$ cat src/inc/twm_pkg.sv
// constants and types for the two-wire master send block
// assumes a 10 MHz system clock and open-drain bus pins outside
package twm_pkg;

	// ----------------------------------------
	// timing
	// ----------------------------------------
	localparam int CLK_PERIOD_NS = 100;
	localparam int SCL_PERIOD_NS = 800;
	// quarter of a bus bit, rounded down, at least one cycle
	localparam int QTR_RAW = SCL_PERIOD_NS / (4 * CLK_PERIOD_NS);
	localparam logic [3:0] QTR_LAST = 4'((QTR_RAW < 1) ? 0 : QTR_RAW - 1);

	// ----------------------------------------
	// bit phases and counts
	// ----------------------------------------
	localparam logic [1:0] PH_SETUP  = 2'h0;
	localparam logic [1:0] PH_RISE   = 2'h1;
	localparam logic [1:0] PH_SAMPLE = 2'h2;
	localparam logic [1:0] PH_FALL   = 2'h3;
	localparam logic [2:0] BIT_MSB   = 3'h7;
	localparam logic [2:0] BIT_LSB   = 3'h0;
	localparam int         RW_POS    = 0;
	localparam int         EVT_DEPTH = 8;
	localparam int         CODE_W    = 8;

	// ----------------------------------------
	// status codes, low two bits are the prescaler field
	// ----------------------------------------
	localparam logic [7:0] CODE_START     = 8'h08;
	localparam logic [7:0] CODE_REP_START = 8'h10;
	localparam logic [7:0] CODE_SLAW_ACK  = 8'h18;
	localparam logic [7:0] CODE_SLAW_NACK = 8'h20;
	localparam logic [7:0] CODE_DATA_ACK  = 8'h28;
	localparam logic [7:0] CODE_DATA_NACK = 8'h30;
	localparam logic [7:0] CODE_ARB_LOST  = 8'h38;
	localparam logic [7:0] CODE_SLAR_ACK  = 8'h40;
	localparam logic [7:0] CODE_SLAR_NACK = 8'h48;
	localparam logic [7:0] CODE_NONE      = 8'hf8;
	localparam logic [7:0] CODE_MASK      = 8'hf8;
	localparam logic [7:0] DATA_RESET     = 8'h00;

	// ----------------------------------------
	// types
	// ----------------------------------------
	typedef enum logic [3:0] {
		ST_IDLE      = 4'h0,
		ST_WAIT_FREE = 4'h1,
		ST_START     = 4'h2,
		ST_BIT       = 4'h3,
		ST_ACK       = 4'h4,
		ST_STOP      = 4'h5,
		ST_REPORT    = 4'h6,
		ST_HOLD      = 4'h7
	} twm_state_t;

	// one software write to the control register
	typedef struct packed {
		logic enable;
		logic start_request;
		logic stop_request;
		logic flag_clr;
	} twm_ctl_t;

endpackage

$ cat src/design/twm_master_tx.sv
// two-wire master send engine with its status event buffer
// assumes software drives the control/data strobes on clk_i; bus pins are open drain
// How it works
// - start waits for a free bus, then sets the flag with code 08.
// - address direction bit picks send or receive master mode.
// - after write address and acknowledge, flag set with 18, 20 or 38; read address gives 40 or 48.
// - status codes carry zero prescaler bits; software masks them anyway.
// - data write while flag low is dropped and sets the collision flag.
// - after placing stop on the bus the stop request clears itself.
// - repeated start uses the start value, reports 10, keeps the bus.
// - address with read bit after 10 switches to receive mode.
// - on clear after 18..30, start/stop bits choose byte, restart, stop, stop+start.
// - after a data byte the flag sets with 28 on ack, 30 on nack.
// - lost arbitration releases the bus and reports 38; clear idles or restarts when free.
// - writing one clears the completion flag, writing zero keeps it.
// - while the flag is set the bus transfer stays frozen.
`timescale 1ns/1ps

// ----------------------------------------
// event buffer
// ----------------------------------------
module twm_fifo #(
	parameter int WIDTH = 8,
	parameter int DEPTH = 8
) (
	input  wire logic             clk_i,
	input  wire logic             rst_i,
	input  wire logic             in_valid_i,
	output logic                  in_ready_o,
	input  wire logic [WIDTH-1:0] in_data_i,
	output logic                  out_valid_o,
	input  wire logic             out_ready_i,
	output logic      [WIDTH-1:0] out_data_o
);
	localparam int AW = $clog2(DEPTH);
	logic [WIDTH-1:0] mem [DEPTH];
	logic [AW:0]      wr_ptr;
	logic [AW:0]      rd_ptr;
	logic             full;
	logic             empty;

	assign empty       = (wr_ptr == rd_ptr);
	assign full        = (wr_ptr[AW] != rd_ptr[AW]) && (wr_ptr[AW-1:0] == rd_ptr[AW-1:0]);
	assign in_ready_o  = !full;
	assign out_valid_o = !empty;
	assign out_data_o  = mem[rd_ptr[AW-1:0]];

	always_ff @(posedge clk_i) begin
		if (in_valid_i && !full) begin
			mem[wr_ptr[AW-1:0]] <= in_data_i;
		end
	end

	always_ff @(posedge clk_i) begin
		if (rst_i) begin
			wr_ptr <= '0;
			rd_ptr <= '0;
		end else begin
			if (in_valid_i && !full) begin
				wr_ptr <= wr_ptr + 1'b1;
			end
			if (out_ready_i && !empty) begin
				rd_ptr <= rd_ptr + 1'b1;
			end
		end
	end
endmodule // twm_fifo

// ----------------------------------------
// master send engine
// ----------------------------------------
module twm_master_tx
	import twm_pkg::*;
(
	input  wire logic              clk_i,
	input  wire logic              rst_i,
	input  wire logic              ctl_wr_i,
	input  wire twm_ctl_t          ctl_i,
	input  wire logic              data_wr_i,
	input  wire logic [7:0]        data_i,
	output logic                   flag_o,
	output logic                   write_collision_flag_o,
	output logic                   start_request_o,
	output logic                   stop_request_o,
	output logic                   enable_o,
	output logic [7:0]             bus_state_reg_o,
	output logic [7:0]             shift_data_reg_o,
	output logic                   master_receive_mode_o,
	output logic                   bus_busy_o,
	output logic                   evt_valid_o,
	input  wire logic              evt_ready_i,
	output logic [CODE_W-1:0]      evt_code_o,
	input  wire logic              scl_i,
	output logic                   scl_o,
	output logic                   scl_oe_o,
	input  wire logic              sda_i,
	output logic                   sda_o,
	output logic                   sda_oe_o
);
	// ----------------------------------------
	// state
	// ----------------------------------------
	twm_state_t  state;
	logic        flag;
	logic        start_request;
	logic        stop_request;
	logic        enable;
	logic        write_collision_flag;
	logic [7:0]  shift_data_reg;
	logic [7:0]  bus_state_reg;
	logic [7:0]  shifter;
	logic [7:0]  pend_code;
	logic [2:0]  bit_cnt;
	logic [3:0]  qcnt;
	logic [1:0]  ph;
	logic        scl_m, scl_s, scl_p;
	logic        sda_m, sda_s, sda_p;
	logic        bus_busy;
	logic        owned;
	logic        lost;
	logic        is_addr;
	logic        addr_rw;
	logic        need_addr;
	logic        master_receive_mode;
	logic        scl_oe;
	logic        sda_oe;
	logic        timed;
	logic        adv;
	logic        set_flag;
	logic        stop_done;
	logic        fifo_in_ready;

	function automatic logic at_phase(input logic a, input logic [1:0] p, input logic [1:0] q);
		return a && (p == q);
	endfunction

	// ----------------------------------------
	// pin synchronisers and bus watch
	// ----------------------------------------
	always_ff @(posedge clk_i) begin
		if (rst_i) begin
			scl_m <= 1'b1;
			scl_s <= 1'b1;
			scl_p <= 1'b1;
			sda_m <= 1'b1;
			sda_s <= 1'b1;
			sda_p <= 1'b1;
		end else begin
			scl_m <= scl_i;
			scl_s <= scl_m;
			scl_p <= scl_s;
			sda_m <= sda_i;
			sda_s <= sda_m;
			sda_p <= sda_s;
		end
	end

	// start/stop seen from any master, ours included
	always_ff @(posedge clk_i) begin
		if (rst_i) begin
			bus_busy <= 1'b0;
		end else if (scl_s && scl_p && sda_p && !sda_s) begin
			bus_busy <= 1'b1;
		end else if (scl_s && scl_p && !sda_p && sda_s) begin
			bus_busy <= 1'b0;
		end
	end

	// ----------------------------------------
	// quarter-bit timing
	// ----------------------------------------
	assign timed = (state == ST_START) || (state == ST_BIT) ||
		(state == ST_ACK) || (state == ST_STOP);
	// a slave stretching the clock holds us in the sample phase
	assign adv = timed && (qcnt == QTR_LAST) && !((ph == PH_SAMPLE) && !scl_s);

	always_ff @(posedge clk_i) begin
		if (rst_i || !timed || lost) begin
			qcnt <= '0;
			ph   <= PH_SETUP;
		end else if (adv) begin
			qcnt <= '0;
			ph   <= ph + 2'h1;
		end else if (qcnt != QTR_LAST) begin
			qcnt <= qcnt + 4'h1;
		end
	end

	// ----------------------------------------
	// software side: control, data, flags
	// ----------------------------------------
	assign set_flag  = (state == ST_REPORT) && fifo_in_ready;
	assign stop_done = (state == ST_STOP) && at_phase(adv, ph, PH_FALL);

	always_ff @(posedge clk_i) begin
		if (rst_i) begin
			enable        <= 1'b0;
			start_request <= 1'b0;
			stop_request  <= 1'b0;
		end else if (ctl_wr_i) begin
			enable        <= ctl_i.enable;
			start_request <= ctl_i.start_request;
			stop_request  <= ctl_i.stop_request;
		end else if (stop_done) begin
			stop_request <= 1'b0;
		end
	end

	// set beats a clear landing in the same cycle
	always_ff @(posedge clk_i) begin
		if (rst_i) begin
			flag <= 1'b0;
		end else if (set_flag) begin
			flag <= 1'b1;
		end else if (ctl_wr_i && ctl_i.flag_clr) begin
			flag <= 1'b0;
		end
	end

	always_ff @(posedge clk_i) begin
		if (rst_i) begin
			shift_data_reg       <= DATA_RESET;
			write_collision_flag <= 1'b0;
		end else if (data_wr_i && flag) begin
			shift_data_reg       <= data_i;
			write_collision_flag <= 1'b0;
		end else if (data_wr_i) begin
			write_collision_flag <= 1'b1;
		end
	end

	always_ff @(posedge clk_i) begin
		if (rst_i) begin
			bus_state_reg <= CODE_NONE;
		end else if (set_flag) begin
			bus_state_reg <= pend_code & CODE_MASK;
		end else if (ctl_wr_i && ctl_i.flag_clr) begin
			bus_state_reg <= CODE_NONE;
		end
	end

	// ----------------------------------------
	// bus sequencer
	// ----------------------------------------
	// status reads f8 once the flag is cleared, so the last pushed code decides
	assign need_addr = (pend_code == CODE_START) || (pend_code == CODE_REP_START);

	always_ff @(posedge clk_i) begin
		if (rst_i || !enable) begin
			state               <= ST_IDLE;
			scl_oe              <= 1'b0;
			sda_oe              <= 1'b0;
			owned               <= 1'b0;
			lost                <= 1'b0;
			is_addr             <= 1'b0;
			addr_rw             <= 1'b0;
			master_receive_mode <= 1'b0;
			shifter             <= DATA_RESET;
			pend_code           <= CODE_NONE;
			bit_cnt             <= BIT_MSB;
		end else begin
			case (state)
			ST_IDLE: begin
				if (start_request && !flag) begin
					state <= ST_WAIT_FREE;
				end
			end
			ST_WAIT_FREE: begin
				if (!bus_busy) begin
					state <= ST_START;
				end
			end
			ST_START: begin
				if (at_phase(adv, ph, PH_SETUP)) begin
					sda_oe <= 1'b0;
				end else if (at_phase(adv, ph, PH_RISE)) begin
					scl_oe <= 1'b0;
				end else if (at_phase(adv, ph, PH_SAMPLE)) begin
					sda_oe <= 1'b1;
				end else if (at_phase(adv, ph, PH_FALL)) begin
					scl_oe    <= 1'b1;
					pend_code <= owned ? CODE_REP_START : CODE_START;
					owned     <= 1'b1;
					state     <= ST_REPORT;
				end
			end
			ST_BIT: begin
				if (at_phase(adv, ph, PH_SETUP)) begin
					sda_oe <= !shifter[7];
				end else if (at_phase(adv, ph, PH_RISE)) begin
					scl_oe <= 1'b0;
				end else if (at_phase(adv, ph, PH_SAMPLE) && shifter[7] && !sda_s) begin
					// another master pulled a one low: give up the bus
					sda_oe    <= 1'b0;
					lost      <= 1'b1;
					owned     <= 1'b0;
					pend_code <= CODE_ARB_LOST;
					state     <= ST_REPORT;
				end else if (at_phase(adv, ph, PH_FALL)) begin
					scl_oe  <= 1'b1;
					shifter <= {shifter[6:0], 1'b0};
					if (bit_cnt == BIT_LSB) begin
						state <= ST_ACK;
					end else begin
						bit_cnt <= bit_cnt - 3'h1;
					end
				end
			end
			ST_ACK: begin
				if (at_phase(adv, ph, PH_SETUP)) begin
					sda_oe <= 1'b0;
				end else if (at_phase(adv, ph, PH_RISE)) begin
					scl_oe <= 1'b0;
				end else if (at_phase(adv, ph, PH_SAMPLE)) begin
					if (!is_addr) begin
						pend_code <= sda_s ? CODE_DATA_NACK : CODE_DATA_ACK;
					end else if (addr_rw) begin
						pend_code           <= sda_s ? CODE_SLAR_NACK : CODE_SLAR_ACK;
						master_receive_mode <= 1'b1;
					end else begin
						pend_code           <= sda_s ? CODE_SLAW_NACK : CODE_SLAW_ACK;
						master_receive_mode <= 1'b0;
					end
				end else if (at_phase(adv, ph, PH_FALL)) begin
					scl_oe <= 1'b1;
					state  <= ST_REPORT;
				end
			end
			ST_STOP: begin
				if (at_phase(adv, ph, PH_SETUP)) begin
					sda_oe <= 1'b1;
				end else if (at_phase(adv, ph, PH_RISE)) begin
					scl_oe <= 1'b0;
				end else if (at_phase(adv, ph, PH_SAMPLE)) begin
					sda_oe <= 1'b0;
				end else if (at_phase(adv, ph, PH_FALL)) begin
					owned               <= 1'b0;
					master_receive_mode <= 1'b0;
					state               <= start_request ? ST_WAIT_FREE : ST_IDLE;
				end
			end
			ST_REPORT: begin
				// a full event buffer stalls the flag and the bus
				if (fifo_in_ready) begin
					state <= ST_HOLD;
				end
			end
			ST_HOLD: begin
				if (!flag) begin
					if (lost) begin
						lost  <= 1'b0;
						state <= start_request ? ST_WAIT_FREE : ST_IDLE;
					end else if (stop_request) begin
						state <= ST_STOP;
					end else if (start_request) begin
						state <= ST_START;
					end else if (need_addr) begin
						shifter <= shift_data_reg;
						addr_rw <= shift_data_reg[RW_POS];
						is_addr <= 1'b1;
						bit_cnt <= BIT_MSB;
						state   <= ST_BIT;
					end else begin
						shifter <= shift_data_reg;
						is_addr <= 1'b0;
						bit_cnt <= BIT_MSB;
						state   <= ST_BIT;
					end
				end
			end
			default: begin
				state <= ST_IDLE;
			end
			endcase
		end
	end

	// ----------------------------------------
	// event buffer and outputs
	// ----------------------------------------
	twm_fifo #(
		.WIDTH (CODE_W),
		.DEPTH (EVT_DEPTH)
	) u_evt (
		.clk_i       (clk_i),
		.rst_i       (rst_i),
		.in_valid_i  (set_flag),
		.in_ready_o  (fifo_in_ready),
		.in_data_i   (pend_code & CODE_MASK),
		.out_valid_o (evt_valid_o),
		.out_ready_i (evt_ready_i),
		.out_data_o  (evt_code_o)
	);

	assign flag_o                 = flag;
	assign write_collision_flag_o = write_collision_flag;
	assign start_request_o        = start_request;
	assign stop_request_o         = stop_request;
	assign enable_o               = enable;
	assign bus_state_reg_o        = bus_state_reg;
	assign shift_data_reg_o       = shift_data_reg;
	assign master_receive_mode_o  = master_receive_mode;
	assign bus_busy_o             = bus_busy;
	assign scl_o                  = 1'b0;
	assign sda_o                  = 1'b0;
	assign scl_oe_o               = scl_oe;
	assign sda_oe_o               = sda_oe;
endmodule // twm_master_tx

$ cat config.mk
export PLATFORM = sky130hd
export DESIGN_NAME = twm_master_tx
export DESIGN_NICKNAME = d
export VERILOG_FILES = /design/src/inc/twm_pkg.sv /design/src/design/twm_master_tx.sv
export SDC_FILE = /design/constraint.sdc
export NUM_CORES = 1
export LEC_CHECK = 0
export ABC_AREA = 1
export BUFFER_PORTS_ARGS = -buffer_cell sky130_fd_sc_hd__buf_2
export CAP_MARGIN = 20
export CORE_MARGIN = 2
export CORE_UTILIZATION = 30
export CTS_CLUSTER_SIZE = 16
export DETAILED_ROUTE_END_ITERATION = 10
export HOLD_SLACK_MARGIN = 0.03
export PLACE_DENSITY_LB_ADDON = 0.05
export SYNTH_ARGS = -nofsm -noshare
export SYNTH_HDL_FRONTEND = slang
export SYNTH_SLANG_ARGS = --single-unit
$ cat constraint.sdc
create_clock -name clk_i -period 2.6 [get_ports clk_i]
set_clock_uncertainty 0.2 [all_clocks]
set_input_delay 0.39 -clock clk_i [delete_from_list [all_inputs] [get_ports clk_i]]
set_output_delay 0.39 -clock clk_i [all_outputs]
set_load 0.01 [all_outputs]
==> results.txt <==
The flow ran to the end, and the final reports show no timing, DRC or antenna violations. The clock latency at the later pin of the worst-skew pair came out at 0.35 ns. The endpoint arrival time on the critical path is 2.37 ns. By instance count, the cell type seen most on the critical path is nand2_1. The met1 demand-to-capacity share in global routing is 0.1804. The count of yosys warnings during synthesis came out at 0. The type of element launching the critical path is a flop. The detail-routed net length per standard cell is 14.24 µm.

The tightest min-delay check is of the input pin to flop type. The CTS tree is yes. The internal portion of the total power is 0.002540 W. The number of flops mapped to enable cells by yosys came out at 40. The global-route track usage on met3 came out at 0.02965. The peak supply drop came out at 321.8 µV. The clock slew at the register clock pins of the worst setup and hold paths is ~0.07 ns. The height of the chip is 134.7 µm. The worst-case setup margin in the final layout came out at approximately 0.26 ns. The async set or reset register ratio after synthesis came out at 0. The initial antenna violation count came out at 0. The cell taking the most area after synthesis is dfxtp_1. The routed design has approximately 13000 µm of wire. The via-per-instance ratio is 4.590. Max-cap violations in this run came to 0. The net count of the finished layout came out at between 700 and 800. In this run the standard cell core region covers 16640 µm². The global-route usage over all layers came out at 0.1493. The number of pins with negative max-slew slack in the final report came to 0. The average cell area after synthesis is ~8.2 µm². The shortest period the worst path allows is about 2.3 ns. Of the available clock period, the critical path in the final layout requires 0.8989. The clock net sink count came out at around 110. During placement, the flow inserted port buffers numbering 46. The routed via count came out at 4172. Together, buffers and inverters on the worst path number 2. The wire length of the first global-routing pass came out at 20990 µm. The post-CTS repair timing setup buffer count came out at 0. The number of instances in the synthesized netlist came out at 624. The highest achievable clock rate came out at approximately 0.43 GHz. The number of setup violations in the final report came out at 0. The register area share after synthesis is 0.4998. The cell area after layout is slightly below 6000 µm². The placer's final routability congestion estimate came out at approximately 0.89. In this run the number of H-tree levels came out at 3. The site row count is 47. The worst setup path is captured at a flop. For this run, the detailed router's first-pass iteration total came to 4. The fraction of met2 tracks used by global routing came out at 0.2625. Including well taps, the total number of placed cells is 891. The leakage dissipation is between 2 and 2.5 nW. The initial cell density of the core came out at 0.3081. The number of different library cells in the post-synthesis netlist came out at 44. The area of the mapped netlist is between 5000 and 6000 µm². The total power divided by cell area is about 560 nW/µm². The layout has around 1700 filler cells.

The clock tree buffer depth is 2. For this design the total switching power over the nets is between 0.0008 and 0.0009 W. Of the total power, the share spent switching nets is 0.2435.

In the synthesized netlist, the cells that appear most often are nand2_1, nor2_1, dfxtp_1, o21ai_0, inv_1. Setup repair after global routing left no endpoint under its margin. The dominant cell by count in the synthesized netlist is nand2_1. Among all stages on the critical path, the largest delay is contributed by dfxtp_1.

The number of primary I/O pins came out at 55. In the synthesized netlist the dominant register cell turns out to be dfxtp_1. The estimated wirelength of the detail-placed design came out at a little under 10000 µm. Across the whole layout, storage elements account for 2564 µm². The placed instance area is around 5600 µm². The number of antenna diodes came out at 0.

The required time of the critical path came out at ~2.6 ns. The biggest fanout along the worst timing path is 7. The root buffer cell is clkbuf_16. The area used by multi-input combinational logic came out at 2211 µm². The count of cells in the finished layout, fillers not included, comes to roughly 910. Traced cell by cell, the critical path runs through ha_1, inv_1, nand2_1, nor2_2, buf_4, nand3b_1, nand2_1, nand2_1, nor2_4, nand2_2, nand2_1, nand3_1.

The relative contribution of the clock network to total power came out at 0.389. The area growth from synthesis to layout came out at 15.91%. Of the total power, registers draw 0.532. The number of design-rule violations left by the first detailed-router iteration is between 200 and 300. Yosys attributes the largest share of cell area to dfxtp_1, edfxtp_1, nand2_1. The worst setup slack after placement came out at ~0.28 ns. Of the total power, combinational logic draws 0.079.

The number of global-route vias before repair came out at about 4100. Of the post-synthesis cell area, the dominant cell type holds 0.2655. The total count of hold-check failures in the final report is 0. The most utilized layer in the global route result is met2. The pin count of the biggest net entering global routing came out at 25. The remaining routing DRC violations came out at 0. In this design, the largest share of critical-path delay is due to simple AND/OR/NAND/NOR gates. In this run, synthesis produced a sequential element count of between 100 and 150. The overall die area is between 15000 and 20000 µm². Measured along the x axis, the die boundary spans 134.7 µm. The final-layout setup total negative slack came out at 0 ns.

The worst setup path is of the flop to flop kind. The share of the core filled with cells came out at 0.3571. The total CTS buffers came out at 9. The share of final-layout standard cells stronger than drive strength 1 came out at 0.1582. The delay of the slowest cell on the worst path is 0.48 ns.

Once detail routing completed, the nets flagged for antenna violations numbered 0. For this run the aggregate overflow at the end of global routing stands at 0.
## logic make-up (layout without fill, tap and decap cells)
| family | Yosys count | in the layout | synth area share |
|---|---|---|---|
| AOI/OAI and AO/OA | 119 | 119 | 0.1284 |
| xor gates and xnor gates | 3 | 3 | 0.005125 |
| and+or+nand+nor | 292 | 292 | 0.2548 |
| other | 1 | 8 | 0.0007314 |
| DFF | 108 | 108 | 0.4998 |
| adders and majority gates | 15 | 15 | 0.03660 |
| buffers and inverters | 86 | 144 | 0.07467 |
## registers in the layout, summed over array words and instances (netlist names), 2 cells and up, named ones only
signal and cells:
state 3, shifter 8, u_evt.wr_ptr 4, u_evt.mem 40
u_evt.rd_ptr 4, qcnt 4, shift_data_reg_o 8, bus_state_reg_o 5
ph 2, bit_cnt 3, pend_code 5
## tightest hold or removal path: stages
cell	delay (ns)
buf_2	0.08
nor2_1	0.03
nor2_1	0.09
## per-stage QoR
step                      hold slack [ns]  power (W)
after floorplan                    0.1895   0.002007
after global placement             0.2046   0.002091
after detailed placement           0.2006   0.002089
after CTS                         0.07304   0.003405
after global routing              0.07590   0.003502
final                             0.07345   0.003358
## power by group through the flow
stage,Sequential (W),Combinational [W],Clock [W]
after floorplan,0.00182,0.000190,0
after global placement,0.00182,0.000269,0
after detailed placement,0.00182,0.000266,0
after CTS,0.00178,0.000269,0.00135
after global routing,0.00179,0.000302,0.00141
final,0.00178,0.000265,0.00131
## cell type report
cell class,count,share of cell area
clock buffer,13,0.04211
clock inverter,3,0.003579
inverter,62,0.03979
multi-input combinational,437,0.3720
sequential,108,0.4314
tap,220,0.04632
timing repair buffer,66,0.06484
## placed cells by master (no fill, tap or decap), drive strengths merged
cell           n
nand2        121
nor2         106
dfxtp         68
buf           64
o21ai         63
inv           60
edfxtp        40
a21oi         33
nand3         29
ha            15
clkbuf        13
nor3          12
nand4         11
o22ai         10
or2            9
conb           8
a31oi          7
clkinv         4
o211ai         3
xor2           2
a211oi         2
dlygate4sd3    2
nand3b         2
xnor2          1
clkinvlp       1
and2           1
a41oi          1
nor3b          1
## repair_timing
item / 4_1_cts / 5_1_grt
endpoints found under the setup margin: 0 / 3
hold endpoints to repair: 2 / 0
hold buffers: 2 / 0
gates resized for setup: 0 / 3
## metal layers
layer  vias to the layer above  routed length, µm
met3                        17                479
met2                        85               6312
met5                         -                  0
met1                      1887               5887
li1                       2183                  -
met4                         0                265
## final timing paths
path,endpoint,start,slack [ns],depth (start not counted)
setup reg to reg,pend_code[3],state[2],0.26,12
hold / removal,enable_o,ctl_i[3],0.07,3
setup / recovery,pend_code[3],state[2],0.26,12
hold reg to reg,sda_s,sda_m,0.21,1
(Power assumes the default switching activity.)
